**src/rtl/adcc_defs.svh**
```systemverilog
// constants of the six-channel converter control block
// assumes inclusion by bare name from the design files
`ifndef ADCC_DEFS_SVH
`define ADCC_DEFS_SVH

// ---------------------------------------------------------------
// register offsets (byte addresses, one word each)
// ---------------------------------------------------------------
`define ADCC_OFF_STATUS 8'h00
`define ADCC_OFF_CTRL 8'h04
`define ADCC_OFF_CONV_TIME 8'h08
`define ADCC_OFF_SAMPLE0 8'h10
`define ADCC_OFF_SAMPLE5 8'h24

// ---------------------------------------------------------------
// field positions
// ---------------------------------------------------------------
`define ADCC_ST_BUSY_POS 0
`define ADCC_ST_STANDBY_N_POS 1
`define ADCC_ST_RANGE_LSB 2
`define ADCC_ST_PWRDN_LSB 5
`define ADCC_ST_ARMED_LSB 8
`define ADCC_CTRL_RNG_LSB 2
`define ADCC_CTRL_SEL_LSB 5

// ---------------------------------------------------------------
// reset values, counts and lane masks
// ---------------------------------------------------------------
`define ADCC_CTRL_RST 8'h00
`define ADCC_CONV_TIME_RST 16'h0020
`define ADCC_PIN_RST 14'h1C0F
`define ADCC_PD_CYCLES 64
`define ADCC_BYTE_MASK 16'hFF00
`define ADCC_WORD_MASK 16'hFFFF

`endif

```
**src/rtl/adcc_pkg.sv**
```systemverilog
// types of the six-channel converter control block
// assumes adcc_defs.svh is compiled alongside
package adcc_pkg;

  typedef enum logic [1:0] {
    ADCC_ST_IDLE,
    ADCC_ST_CONV,
    ADCC_ST_STORE
  } adcc_state_t;

endpackage

```
**src/rtl/adcc_mem.sv**
```systemverilog
// result memory: one write port, registered read port
// assumes one clock, asynchronous active-low reset, clock enable
`timescale 1ns/1ps
module adcc_mem #(
  parameter int WIDTH = 16,
  parameter int DEPTH = 6,
  parameter int AW = 3
) (
  input wire logic clk_in,
  input wire logic nrst_in,
  input wire logic ce_in,
  input wire logic we_in,
  input wire logic [AW-1:0] waddr_in,
  input wire logic [WIDTH-1:0] wdata_in,
  input wire logic [AW-1:0] raddr_in,
  output logic [WIDTH-1:0] rdata_out
);

  logic [WIDTH-1:0] mem_q [DEPTH];

  // ---------------------------------------------------------------
  // storage
  // ---------------------------------------------------------------
  always_ff @(posedge clk_in) begin
    if (ce_in && we_in) begin
      mem_q[waddr_in] <= wdata_in;
    end
  end

  // ---------------------------------------------------------------
  // registered read
  // ---------------------------------------------------------------
  always_ff @(posedge clk_in or negedge nrst_in) begin
    if (!nrst_in) begin
      rdata_out <= '0;
    end else if (ce_in) begin
      rdata_out <= mem_q[raddr_in];
    end
  end

endmodule

```
**src/rtl/adcc_top.sv**
```systemverilog
// control logic of a six-channel simultaneous-sampling converter
// assumes pins are asynchronous to SYS_CLK_IN; apb master on same clock
//
// The address map and the APB register port were decided locally.
`timescale 1ns/1ps
`include "adcc_defs.svh"

module adcc_top #(
  parameter int CH_W = 16,
  parameter int N_CH = 6,
  parameter int PD_CYCLES = `ADCC_PD_CYCLES
) (
  input wire logic SYS_CLK_IN,
  input wire logic NRST_IN,
  input wire logic CE_IN,
  input wire logic PSEL_IN,
  input wire logic PENABLE_IN,
  input wire logic PWRITE_IN,
  input wire logic [7:0] PADDR_IN,
  input wire logic [31:0] PWDATA_IN,
  output logic [31:0] PRDATA_OUT,
  output logic PREADY_OUT,
  output logic PSLVERR_OUT,
  input wire logic PAIR_START_A_IN,
  input wire logic PAIR_START_B_IN,
  input wire logic PAIR_START_C_IN,
  input wire logic STANDBY_N_IN,
  input wire logic RANGE_IN,
  input wire logic RESET_IN,
  input wire logic HW_SW_SELECT_IN,
  input wire logic SERIAL_PARALLEL_SEL_IN,
  input wire logic WORD_BYTE_SEL_IN,
  input wire logic BYTE_ORDER_SEL_IN,
  input wire logic CS_N_IN,
  input wire logic RD_N_IN,
  input wire logic WR_N_IN,
  input wire logic SCLK_IN,
  input wire logic [15:0] DB_IN,
  output logic [15:0] DB_OUT,
  output logic [15:0] DB_OE_OUT,
  output logic DOUT_A_OUT,
  output logic BUSY_OUT,
  output logic [2:0] PAIR_HOLD_OUT,
  output logic [2:0] PAIR_PWRDN_OUT
);
  import adcc_pkg::*;

  localparam int NPIN = 14;

  logic [NPIN-1:0] pin_raw, pin_m, pin_s, pin_p;
  logic [7:0] db_m, db_s;
  logic [2:0] start_s, start_p, rise, armed_q, pd_q, go_mask, hw_req;
  logic standby_n_s, range_s, dev_rst, hw_sw_s, ser_s, par_s, wb_s, order_s;
  logic cs_n_s, rd_n_s, wr_n_s, cs_fall, rd_rise, sclk_fall, start_ok;
  logic [7:0] ctrl_q;
  logic [15:0] conv_time_q, conv_cnt_q;
  logic [CH_W-1:0] sample_q [N_CH];
  adcc_state_t state_q;
  logic [2:0] mask_q, ch_q, rd_ptr_q;
  logic [2:0] range_q, eff_range;
  logic store_end, mem_we;
  logic [CH_W-1:0] mem_wdata, mem_rdata, sel_sample;
  logic byte_ph_q, sel_hi, drive;
  logic [CH_W-1:0] sh_q, dbo_q;
  logic [3:0] bit_q;
  logic [1:0] reload_q;
  logic setup, access, mapped, is_sample;
  logic [2:0] samp_idx;
  logic [31:0] prdata_q, rd_word;

  // ---------------------------------------------------------------
  // pin synchronisers
  // ---------------------------------------------------------------
  assign pin_raw = {SCLK_IN, WR_N_IN, RD_N_IN, CS_N_IN, BYTE_ORDER_SEL_IN,
                    WORD_BYTE_SEL_IN, SERIAL_PARALLEL_SEL_IN, HW_SW_SELECT_IN,
                    RESET_IN, RANGE_IN, STANDBY_N_IN, PAIR_START_C_IN,
                    PAIR_START_B_IN, PAIR_START_A_IN};

  always_ff @(posedge SYS_CLK_IN or negedge NRST_IN) begin
    if (!NRST_IN) begin
      pin_m <= `ADCC_PIN_RST;
      pin_s <= `ADCC_PIN_RST;
      pin_p <= `ADCC_PIN_RST;
      db_m <= 8'h00;
      db_s <= 8'h00;
    end else if (CE_IN) begin
      pin_m <= pin_raw;
      pin_s <= pin_m;
      pin_p <= pin_s;
      db_m <= DB_IN[15:8];
      db_s <= db_m;
    end
  end

  assign start_s = pin_s[2:0];
  assign start_p = pin_p[2:0];
  assign standby_n_s = pin_s[3];
  assign range_s = pin_s[4];
  assign dev_rst = pin_s[5];
  assign hw_sw_s = pin_s[6];
  assign ser_s = pin_s[7];
  assign par_s = ~pin_s[7];
  assign wb_s = pin_s[8];
  assign order_s = pin_s[9];
  assign cs_n_s = pin_s[10];
  assign rd_n_s = pin_s[11];
  assign wr_n_s = pin_s[12];
  assign cs_fall = ~cs_n_s & pin_p[10];
  assign rd_rise = rd_n_s & ~pin_p[11] & ~cs_n_s;
  assign sclk_fall = ~pin_s[13] & pin_p[13] & ~cs_n_s & ser_s;

  // ---------------------------------------------------------------
  // control register
  // ---------------------------------------------------------------
  always_ff @(posedge SYS_CLK_IN or negedge NRST_IN) begin
    if (!NRST_IN) begin
      ctrl_q <= `ADCC_CTRL_RST;
    end else if (CE_IN) begin
      if (dev_rst) begin
        ctrl_q <= `ADCC_CTRL_RST;
      end else if (par_s && !cs_n_s && !wr_n_s) begin
        ctrl_q <= db_s;
      end
    end
  end

  // ---------------------------------------------------------------
  // per-pair start edges, arming and power-down
  // ---------------------------------------------------------------
  genvar p;
  generate
    for (p = 0; p < 3; p++) begin : g_pair
      logic [15:0] low_cnt_q;
      assign rise[p] = start_s[p] & ~start_p[p];
      assign hw_req[p] = rise[p] & armed_q[p] & ~pd_q[p];

      always_ff @(posedge SYS_CLK_IN or negedge NRST_IN) begin
        if (!NRST_IN) begin
          armed_q[p] <= 1'b0;
        end else if (CE_IN) begin
          if (dev_rst) begin
            armed_q[p] <= 1'b0;
          end else if (!start_s[p]) begin
            armed_q[p] <= 1'b1;
          end
        end
      end

      always_ff @(posedge SYS_CLK_IN or negedge NRST_IN) begin
        if (!NRST_IN) begin
          low_cnt_q <= 16'h0000;
          pd_q[p] <= 1'b0;
        end else if (CE_IN) begin
          if (dev_rst || start_s[p]) begin
            low_cnt_q <= 16'h0000;
            if (dev_rst || rise[p]) begin
              pd_q[p] <= 1'b0;
            end
          end else if (low_cnt_q == 16'(PD_CYCLES - 1)) begin
            pd_q[p] <= 1'b1;
          end else begin
            low_cnt_q <= low_cnt_q + 16'h0001;
          end
        end
      end
    end
  endgenerate

  // software mode: start a launches the pairs the control register picks
  assign go_mask = hw_sw_s ?
    ((hw_req[0]) ? ctrl_q[`ADCC_CTRL_SEL_LSB +: 3] : 3'b000) :
    hw_req;
  assign start_ok = (state_q == ADCC_ST_IDLE) && standby_n_s && !dev_rst
                    && (go_mask != 3'b000);

  // ---------------------------------------------------------------
  // conversion sequencer
  // ---------------------------------------------------------------
  assign store_end = (state_q == ADCC_ST_STORE) && (ch_q == 3'(N_CH - 1));

  always_ff @(posedge SYS_CLK_IN or negedge NRST_IN) begin
    if (!NRST_IN) begin
      state_q <= ADCC_ST_IDLE;
      conv_cnt_q <= 16'h0000;
      mask_q <= 3'b000;
      ch_q <= 3'b000;
    end else if (CE_IN) begin
      if (dev_rst) begin
        state_q <= ADCC_ST_IDLE;
        mask_q <= 3'b000;
      end else begin
        case (state_q)
          ADCC_ST_IDLE: begin
            if (start_ok) begin
              mask_q <= go_mask;
              conv_cnt_q <= 16'h0000;
              state_q <= ADCC_ST_CONV;
            end
          end
          ADCC_ST_CONV: begin
            conv_cnt_q <= conv_cnt_q + 16'h0001;
            if (conv_cnt_q + 16'h0001 >= conv_time_q) begin
              ch_q <= 3'b000;
              state_q <= ADCC_ST_STORE;
            end
          end
          ADCC_ST_STORE: begin
            ch_q <= ch_q + 3'b001;
            if (store_end) begin
              state_q <= ADCC_ST_IDLE;
            end
          end
          default: begin
            state_q <= ADCC_ST_IDLE;
          end
        endcase
      end
    end
  end

  assign BUSY_OUT = (state_q != ADCC_ST_IDLE);
  assign PAIR_HOLD_OUT = BUSY_OUT ? mask_q : 3'b000;
  assign PAIR_PWRDN_OUT = pd_q;

  // ---------------------------------------------------------------
  // range selection
  // ---------------------------------------------------------------
  always_ff @(posedge SYS_CLK_IN or negedge NRST_IN) begin
    if (!NRST_IN) begin
      range_q <= 3'b000;
    end else if (CE_IN) begin
      if (dev_rst) begin
        range_q <= {3{range_s}};
      end else if (store_end) begin
        range_q <= {3{range_s}};
      end
    end
  end

  assign eff_range = hw_sw_s ? ctrl_q[`ADCC_CTRL_RNG_LSB +: 3] : range_q;
  assign sel_sample = sample_q[ch_q];
  // wide range halves the code of the same input
  assign mem_wdata = eff_range[ch_q[2:1]] ? sel_sample :
                     {sel_sample[CH_W-1], sel_sample[CH_W-1:1]};
  assign mem_we = (state_q == ADCC_ST_STORE) && mask_q[ch_q[2:1]];

  adcc_mem #(.WIDTH(CH_W), .DEPTH(N_CH), .AW(3)) u_mem (
    .clk_in(SYS_CLK_IN),
    .nrst_in(NRST_IN),
    .ce_in(CE_IN),
    .we_in(mem_we),
    .waddr_in(ch_q),
    .wdata_in(mem_wdata),
    .raddr_in(rd_ptr_q),
    .rdata_out(mem_rdata)
  );

  // ---------------------------------------------------------------
  // readout pointer and byte phase
  // ---------------------------------------------------------------
  always_ff @(posedge SYS_CLK_IN or negedge NRST_IN) begin
    if (!NRST_IN) begin
      rd_ptr_q <= 3'b000;
    end else if (CE_IN) begin
      if (dev_rst || store_end) begin
        rd_ptr_q <= 3'b000;
      end else if ((par_s && rd_rise && (!wb_s || byte_ph_q)) ||
                   (sclk_fall && bit_q == 4'hF)) begin
        rd_ptr_q <= (rd_ptr_q == 3'(N_CH - 1)) ? 3'b000 : rd_ptr_q + 3'b001;
      end
    end
  end

  always_ff @(posedge SYS_CLK_IN or negedge NRST_IN) begin
    if (!NRST_IN) begin
      byte_ph_q <= 1'b0;
    end else if (CE_IN) begin
      if (dev_rst || cs_fall) begin
        byte_ph_q <= 1'b0;
      end else if (par_s && wb_s && rd_rise) begin
        byte_ph_q <= ~byte_ph_q;
      end
    end
  end

  // ---------------------------------------------------------------
  // parallel data lines
  // ---------------------------------------------------------------
  assign sel_hi = order_s ^ byte_ph_q;

  always_ff @(posedge SYS_CLK_IN or negedge NRST_IN) begin
    if (!NRST_IN) begin
      dbo_q <= 16'h0000;
    end else if (CE_IN) begin
      if (!wb_s) begin
        dbo_q <= mem_rdata;
      end else if (sel_hi) begin
        dbo_q <= {mem_rdata[15:8], 8'h00};
      end else begin
        dbo_q <= {mem_rdata[7:0], 8'h00};
      end
    end
  end

  assign drive = par_s && !cs_n_s && !rd_n_s;
  assign DB_OUT = dbo_q;
  assign DB_OE_OUT = !drive ? 16'h0000 :
                     (wb_s ? `ADCC_BYTE_MASK : `ADCC_WORD_MASK);

  // ---------------------------------------------------------------
  // serial output
  // ---------------------------------------------------------------
  always_ff @(posedge SYS_CLK_IN or negedge NRST_IN) begin
    if (!NRST_IN) begin
      sh_q <= 16'h0000;
      bit_q <= 4'h0;
      reload_q <= 2'b00;
    end else if (CE_IN) begin
      reload_q <= {reload_q[0], sclk_fall && (bit_q == 4'hF)};
      if (ser_s && cs_fall) begin
        sh_q <= mem_rdata;
        bit_q <= 4'h0;
      end else if (sclk_fall) begin
        sh_q <= {sh_q[CH_W-2:0], 1'b0};
        bit_q <= bit_q + 4'h1;
      end else if (reload_q[1]) begin
        sh_q <= mem_rdata;
      end
    end
  end

  assign DOUT_A_OUT = sh_q[CH_W-1];

  // ---------------------------------------------------------------
  // apb slave
  // ---------------------------------------------------------------
  assign setup = PSEL_IN && !PENABLE_IN;
  assign access = PSEL_IN && PENABLE_IN;
  assign is_sample = (PADDR_IN >= `ADCC_OFF_SAMPLE0) && (PADDR_IN <= `ADCC_OFF_SAMPLE5)
                     && (PADDR_IN[1:0] == 2'b00);
  assign samp_idx = 3'((PADDR_IN - `ADCC_OFF_SAMPLE0) >> 2);
  assign mapped = is_sample || PADDR_IN == `ADCC_OFF_STATUS ||
                  PADDR_IN == `ADCC_OFF_CTRL || PADDR_IN == `ADCC_OFF_CONV_TIME;

  always_comb begin
    rd_word = 32'h0000_0000;
    if (is_sample) begin
      rd_word[CH_W-1:0] = sample_q[samp_idx];
    end else if (PADDR_IN == `ADCC_OFF_STATUS) begin
      rd_word[`ADCC_ST_BUSY_POS] = BUSY_OUT;
      rd_word[`ADCC_ST_STANDBY_N_POS] = ~standby_n_s;
      rd_word[`ADCC_ST_RANGE_LSB +: 3] = eff_range;
      rd_word[`ADCC_ST_PWRDN_LSB +: 3] = pd_q;
      rd_word[`ADCC_ST_ARMED_LSB +: 3] = armed_q;
    end else if (PADDR_IN == `ADCC_OFF_CTRL) begin
      rd_word[7:0] = ctrl_q;
    end else if (PADDR_IN == `ADCC_OFF_CONV_TIME) begin
      rd_word[15:0] = conv_time_q;
    end
  end

  always_ff @(posedge SYS_CLK_IN or negedge NRST_IN) begin
    if (!NRST_IN) begin
      prdata_q <= 32'h0000_0000;
    end else if (CE_IN && setup) begin
      prdata_q <= PWRITE_IN ? 32'h0000_0000 : rd_word;
    end
  end

  always_ff @(posedge SYS_CLK_IN or negedge NRST_IN) begin
    if (!NRST_IN) begin
      conv_time_q <= `ADCC_CONV_TIME_RST;
    end else if (CE_IN && access && PWRITE_IN && PADDR_IN == `ADCC_OFF_CONV_TIME) begin
      conv_time_q <= (PWDATA_IN[15:0] == 16'h0000) ? 16'h0001 : PWDATA_IN[15:0];
    end
  end

  genvar k;
  generate
    for (k = 0; k < N_CH; k++) begin : g_sample
      always_ff @(posedge SYS_CLK_IN or negedge NRST_IN) begin
        if (!NRST_IN) begin
          sample_q[k] <= '0;
        end else if (CE_IN && access && PWRITE_IN && is_sample && samp_idx == 3'(k)) begin
          sample_q[k] <= PWDATA_IN[CH_W-1:0];
        end
      end
    end
  endgenerate

  assign PRDATA_OUT = prdata_q;
  assign PREADY_OUT = 1'b1;
  assign PSLVERR_OUT = access && !mapped;

endmodule

```
**config.mk**
```make
export PLATFORM = sky130hd
export DESIGN_NAME = adcc_top
export DESIGN_NICKNAME = d
export VERILOG_FILES = /design/src/rtl/adcc_pkg.sv /design/src/rtl/adcc_mem.sv /design/src/rtl/adcc_top.sv
export VERILOG_INCLUDE_DIRS = /design/src /design/src/rtl
export SDC_FILE = /design/constraint.sdc
export NUM_CORES = 1
export LEC_CHECK = 0
export BUFFER_PORTS_ARGS = -buffer_cell sky130_fd_sc_hd__buf_2
export CORE_ASPECT_RATIO = 0.6
export CORE_MARGIN = 1.5
export CORE_UTILIZATION = 55
export CTS_CLUSTER_SIZE = 40
export DETAILED_ROUTE_END_ITERATION = 16
export PLACE_DENSITY = 0.81
export RECOVER_POWER = 25
export SYNTH_ARGS = -nofsm -noshare
export SYNTH_HDL_FRONTEND = slang
export SYNTH_SLANG_ARGS = --single-unit
```
**constraint.sdc**
```tcl
create_clock -name SYS_CLK_IN -period 8.8 [get_ports SYS_CLK_IN]
set_input_delay 2.2 -clock SYS_CLK_IN [delete_from_list [all_inputs] [get_ports SYS_CLK_IN]]
set_output_delay 2.2 -clock SYS_CLK_IN [all_outputs]
set_load 0.02 [all_outputs]
```
==> results.ini, run 1 <==
[synthesis]
synthCells = 1717
avgSynthCellArea_um2 = 11.9
yosys.area.top_type_share = 0.371
synth-seq-area-share = 0.537
synth-seq-cells = 419
synth-warning-count = 0
synth_edf_count = 96
synth_top_area_cell = dfrtp_1
synth_cell_types = 83
ys_async_sr_fraction = 0.771
ys.flop_type = dfrtp_1
synth_area_leaders = dfrtp_1, edfxtp_1, mux2_2
syn-cell-area_um2 = 20400

[grt]
grt_busiest_layer = met1
globalRouteMet2Util = 0.383
track_usage = 0.262
grtUsageMet3 = 0.0511
grt_max_degree = 194
met1_usage = 0.402
antenna_found_initial = 0
grt_pass1_vias = 14000
grt_pass1_wl_um = 79300
grt-ovfl-total = 0

[clocking]
clock_latency_ns = 0.55
clk_pin_slew_ns = 0.06
cts_tree = done
ctsLongestPathBuffers = 3
cts.sinks = 419
cts_resized = 0
root_buffer = clkbuf_16
hold_buffers = 0
numCtsBuffers = 39
post_cts_buffers = 0
cts-htree-levels = 2

[pwr]
clockPowerShare = 0.368
total_power_uw = 4620
p_sw_uw = 1310
internal-power_uw = 3310
power.density_nw_per_um2 = 207
switching_share = 0.283
max-vdd-ir-drop_mv = 0.128
seqPwrFrac = 0.482
combPwrFrac = 0.149
p_leak_uw = 0.00977

[timing]
finClkSkew_ns = 0.0296
worstMarginPinSlew_ns = 2.50
fmax_mhz = 152
fin_crit_sh = 0.747
rsz0062_at_grt = no
hold_viol = 0
finalMaxSlewViolations = 118
layout_setup_ws_ns = 2.22
fin_crit_ns = 6.58
final-setup-viol-count = 0
slew_headroom = -0.669
setup-tns-final_ns = 0

[setup_path]
rr_startpoint = ch_q[1]
crit_path_end_kind = flop
arrival_ns = 7.04
crit_required_ns = 9.26
slowest_stage = clkbuf_1
path_class = in -> reg
rr_endpoint = u_mem.mem_q[0][5]
r2r_slack_ns = 3.74
cpPeakStageDelay_ns = 1.74
worstPathCellList = clkbuf_1 > clkbuf_1 > nand2b_1 > nor2_1 > nand2_1 > o21ai_0
cp_max_fo = 47
worst_path_most_repeated_cell = clkbuf_1
ff2ff_path_depth = 5
start_kind = input port

[routing]
antenna_left = 0
via_per_inst = 6.28
drcViolationCount = 0
drt_first_iter_violations = 1741
wirelength_um = 49700
drt-wirelength-per-cell_um = 21.9
vias = 14200
first_pass_iters = 6

[worst_hold_path]
min_from = PRDATA_OUT[6]
hold_path_end = PRDATA_OUT[6]
hold_class = reg -> reg
worstHoldPathCells = 2

[layout]
layoutNonFillerInstCount = 2269
final_nets = 1864
drive_above_1_share = 0.245
mostFrequentLayoutCell = dfrtp_1
diodes = 0
layout_common_cells = dfrtp_1, mux2_2, nand2_1
area_growth_syn_to_layout_pct = 9.39
n_fill_cell = 2774

[placement]
gp_congestion = 0.919
portBuffers = 108
place_ws_ns = 3.09
hpwlAfterDp_um = 32700
placed_cells = 2200

[floorplan]
io_pins = 150
rows = 54
coreArea_um2 = 36500
die_x_um = 252
start_util = 0.560
dieArea_um2 = 38400
die_h_um = 152

[run]
cap_viol_max_count = 3

[outcome]
violations = max-capacitance violations, max-slew violations
status = complete, but fails checks

==> how the worst max path moves through the flow <==
| stage | from | to | slack (ns) | depth (start not counted) |
|---|---|---|---|---|
| after global placement | PADDR_IN[3] | PSLVERR_OUT | 3.08 | 6 |
| after CTS | PADDR_IN[3] | PSLVERR_OUT | 3.08 | 6 |
| final | CE_IN | conv_cnt_q[9] | 2.22 | 6 |
| after global routing | CE_IN | conv_cnt_q[8] | 1.68 | 6 |
| after floorplan | PADDR_IN[2] | PSLVERR_OUT | 3.07 | 7 |
| after detailed placement | PADDR_IN[3] | PSLVERR_OUT | 3.09 | 6 |
==> metrics by stage <==
stage	hold WS [ns]	util	instance area [um2]
3_3_place_gp	0.463	0.579	21100
5_1_grt	0.482	0.613	22400
6_report	0.476	0.613	22400
2_1_floorplan	0.448	-	20500
3_5_place_dp	0.467	0.579	21100
4_1_cts	0.479	0.614	22400
==> state kept, by name (all words and copies together) (netlist names), 3 cells and up <==
register,cells
ch_q,3
pin_s,14
sh_q,16
conv_cnt_q,16
db_m,8
PRDATA_OUT,16
bit_q,4
u_mem.rdata_out,16
pin_p,6
db_s,8
sample_q,96
pin_m,14
g_pair.low_cnt_q,48
DB_OUT,16
conv_time_q,16
rd_ptr_q,3
ctrl_q,8
u_mem.mem_q,96
armed_q,3
PAIR_PWRDN_OUT,3
mask_q,3
==> critical path: cells and delay by family <==
kind                   cells  cell delay, ns
and+or+nand+nor            3            1.61
buffers and inverters      2            3.01
AOI/OAI and AO/OA          1            0.19
==> cells by family (layout without fill, tap and decap cells) <==
family / count (synthesis) / count (layout) / synth area share
adder cells (fa/ha/maj): 23 / 23 / 0.0141
AO/OA/AOI/OAI: 331 / 331 / 0.105
XOR/XNOR: 33 / 33 / 0.0141
buffers and inverters: 180 / 241 / 0.0435
AND/OR/NAND/NOR: 435 / 435 / 0.105
multiplexers: 294 / 294 / 0.180
flip-flops: 419 / 419 / 0.537
other: 2 / 17 / 0.000367
==> metal layers <==
metal | routed length, um | vias up
met1 | 22600 | 7184
li1 | - | 6347
met5 | 0 | -
met3 | 4420 | 77
met2 | 21700 | 635
met4 | 945 | 0
==> final cells by class <==
cell class | instances | area (um2) | area share
multi-input cells | 1133 | 8680 | 0.388
inverters | 51 | 191 | 0.00856
flip-flops and latches | 419 | 11000 | 0.491
well taps | 476 | 596 | 0.0266
clock inverters | 18 | 174 | 0.00777
clock buffers | 51 | 1080 | 0.0484
repair buffers | 121 | 648 | 0.0290
==> synth_stat cells (18+ instances only) <==
master      n
dfrtp_1   303
mux2_2    163
nand2_1   144
o21ai_0   111
nor2_1    106
edfxtp_1   96
mux2i_1    77
a21oi_1    62
inv_1      47
clkbuf_1   44
buf_4      43
nand3_1    39
mux4_2     36
nor3_1     31
a22oi_1    24
buf_2      24
a22o_1     23
ha_1       23
o211ai_1   21
o31ai_1    21
xor2_1     21
dfstp_2    20
mux2_4     18
==> power by group through the flow <==
stage               sequential [uW]  combinational [uW]  clock [uW]
floorplan                      2240                 471           0
global placement               2250                 653           0
detailed placement             2260                 678           0
CTS                            2230                 683        1730
global route                   2240                 754        1800
finish                         2230                 691        1700
Note: power is estimated with default switching activity, not from simulation.
==> run 2, diff against run 1 <==
- ABC_AREA: unset -> 1
- clock period: 8.8 -> 6.52 ns (I/O delays scaled with it)
==> run 2 against run 1 <==
Compared with the run above: worst hold slack got worse by 0.014 ns; global-route usage rose by 2.3 points; cell count rose by 29%; flip-flop and latch count did not move; critical path type is now in -> out; area after synthesis fell by 0.40%; worst setup slack got worse by 0.96 ns; largest power group unchanged; the flow still finishes with violations (max-capacitance violations, max-slew violations); non-clock buffer count fell by 3; critical path depth rose by 2; wire length rose by 9.9%; sequential share of layout area barely moved; synthesized cell count rose by 38%.
==> results.ini, run 2 <==
[setup_path]
cp_max_fo = 19  ; was 47
crit_required_ns = 4.89  ; was 9.26 ns
path_class = in -> out  ; was in -> reg
start_kind = input port  ; unchanged
arrival_ns = 3.63  ; was 7.04 ns
crit_path_end_kind = primary output  ; was flop

[layout]
diodes = 0  ; unchanged
mostFrequentLayoutCell = nand2_1  ; was dfrtp_1
n_fill_cell = 2953  ; was 2774
area_growth_syn_to_layout_pct = 9.79  ; was 9.39%
layout_common_cells = nand2_1, dfrtp_1, inv_1  ; was dfrtp_1, mux2_2, nand2_1
final_nets = 2523  ; was 1864
largestRegisters = sample_q x96, u_mem.mem_q x96, g_pair.low_cnt_q x48  ; unchanged
drive_above_1_share = 0.102  ; was 0.245
layoutNonFillerInstCount = 2930  ; was 2269

[timing]
worstMarginPinSlew_ns = 2.79  ; was 2.50 ns
final-setup-viol-count = 0  ; unchanged
layout_setup_ws_ns = 1.26  ; was 2.22 ns
fmax_mhz = 190
setup-tns-final_ns = 0  ; unchanged
hold_viol = 0  ; unchanged
slew_headroom = -0.859  ; was -0.669
rsz0062_at_grt = no  ; unchanged
worst_hold_slack_ns = 0.462  ; was 0.476 ns
finClkSkew_ns = 0.0274  ; was 0.0296 ns
finalMaxSlewViolations = 111  ; was 118
fin_crit_ns = 5.26
fin_crit_sh = 0.807

[floorplan]
die_h_um = 152  ; about the same
coreArea_um2 = 36400  ; was 36500 um2
io_pins = 150  ; unchanged
dieArea_um2 = 38200  ; was 38400 um2
start_util = 0.559  ; was 0.560
rows = 54  ; unchanged
die_x_um = 251  ; was 252 um

[synthesis]
ys_async_sr_fraction = 0.771  ; unchanged
synth_most_common_cell = nand2_1  ; was dfrtp_1
ys_top_cells_by_count = nand2_1, dfrtp_1, inv_1, nor2_1, o21ai_0  ; was dfrtp_1, mux2_2, nand2_1, o21ai_0, nor2_1
synth-seq-area-share = 0.540  ; was 0.537
synth_edf_count = 96  ; unchanged
synth-seq-cells = 419  ; unchanged
synth_area_leaders = dfrtp_1, edfxtp_1, nand2_1  ; was dfrtp_1, edfxtp_1, mux2_2
synth_top_area_cell = dfrtp_1  ; unchanged
synth-warning-count = 0  ; unchanged
syn-cell-area_um2 = 20400  ; about the same
synthCells = 2378  ; was 1717
ys.flop_type = dfrtp_1  ; unchanged
avgSynthCellArea_um2 = 8.56  ; was 11.9 um2
synth_cell_types = 46  ; was 83
yosys.area.top_type_share = 0.372  ; was 0.371

[routing]
wirelength_um = 54600  ; was 49700 um
antenna_left = 0  ; unchanged
drcViolationCount = 0  ; unchanged
drt-wirelength-per-cell_um = 18.6  ; was 21.9 um
via_per_inst = 5.90  ; was 6.28
first_pass_iters = 8  ; was 6
drt_first_iter_violations = 2255  ; was 1741
vias = 17300  ; was 14.2k

[grt]
grt_pass1_wl_um = 86900  ; was 79300 um
track_usage = 0.285  ; was 0.262
grt-ovfl-total = 0  ; unchanged
grt_max_degree = 112  ; was 194
grt_pass1_vias = 16100  ; was 14.0k
antenna_found_initial = 1  ; was 0

[placement]
placed_cells = 2859  ; was 2200
gp_congestion = 0.945  ; was 0.919
hpwlAfterDp_um = 37600  ; was 32700 um
place_ws_ns = 1.28  ; was 3.09 ns
portBuffers = 108  ; unchanged

[pwr]
p_leak_uw = 0.0101  ; was 0.00977 uW
power.density_nw_per_um2 = 298  ; was 207 nW/um2
max-vdd-ir-drop_mv = 0.154  ; was 0.128 mV
total_power_uw = 6660  ; was 4620 uW

[clocking]
numCtsBuffers = 39  ; unchanged
cts_resized = 0  ; unchanged
cts.sinks = 419  ; unchanged
clock_latency_ns = 0.56  ; was 0.55 ns
cts_tree = done  ; unchanged
clk_pin_slew_ns = 0.06  ; about the same
root_buffer = clkbuf_16  ; unchanged
hold_buffers = 0  ; unchanged
ctsLongestPathBuffers = 3  ; unchanged
post_cts_buffers = 0  ; unchanged
cts-htree-levels = 2  ; unchanged

[run]
cap_viol_max_count = 2  ; was 3

[outcome]
violations = max-capacitance violations, max-slew violations  ; unchanged
status = complete, but fails checks  ; unchanged

[worst_hold_path]
hold_class = reg -> reg  ; unchanged

run 2: where the power goes:
group          switching, uW  leakage [uW]  internal, uW  total [uW]
sequential               194       0.00513          2920        3110
clock                   1030      0.000663          1400        2430
combinational            764       0.00435           358        1120
total                   1980        0.0101          4670        6660
run 2: cell type report:
type / count / area, um2 / share of cell area
Inverter: 250 / 938 / 0.0420
Tap cell: 476 / 596 / 0.0266
Multi-Input combinational cell: 1596 / 7860 / 0.352
Clock inverter: 19 / 243 / 0.0109
Timing Repair Buffer: 118 / 627 / 0.0280
Clock buffer: 52 / 1110 / 0.0495
Sequential cell: 419 / 11000 / 0.492
run 2: worst paths after layout:
| kind | from | end | slack, ns | depth (start not counted) |
|---|---|---|---|---|
| max in group asynchronous | NRST_IN | PRDATA_OUT[15] | 2.50 | 2 |
| min in group asynchronous | NRST_IN | g_pair[2].low_cnt_q[8] | 1.94 | 1 |
| max reg2reg | ch_q[2] | u_mem.mem_q[5][7] | 3.22 | 7 |
| max | PADDR_IN[4] | PSLVERR_OUT | 1.26 | 8 |
| min reg2reg | pin_m[11] | pin_m[11] | 0.46 | 2 |
| min | pin_m[11] | pin_m[11] | 0.46 | 2 |
run 2: worst max-delay path, stage by stage:
cell	delay [ns]
buf_2	0.32
inv_2	0.26
nand2_2	0.27
nand3_2	0.13
nand2_4	0.24
nand2_1	0.19
nor4_1	0.32
buf_2	0.24
run 2: cells by family (layout without fill, tap and decap cells):
family | Yosys count | after routing | share of synthesized area
adder cells (fa/ha/maj) | 23 | 23 | 0.0141
other | 2 | 17 | 0.000369
AO/OA/AOI/OAI | 502 | 502 | 0.139
buffers and inverters | 378 | 439 | 0.0782
XOR/XNOR | 25 | 25 | 0.0108
flip-flops | 419 | 419 | 0.540
multiplexers | 20 | 20 | 0.00983
AND/OR/NAND/NOR | 1009 | 1009 | 0.208
run 2: per-layer routing:
layer / vias up / wire length [um] / global-route usage
li1: 7986 / - / -
met1: 8207 / 24100 / 0.434
met2: 943 / 23000 / 0.405
met3: 150 / 5940 / 0.0670
met4: 0 / 1560 / 0.0855
met5: - / 0 / 0
run 2: through the flow:
stage,util,instance area [um2]
floorplan,-,20400
global placement,0.577,21000
detailed placement,0.577,21000
CTS,0.614,22400
global route,0.614,22400
finish,0.614,22400
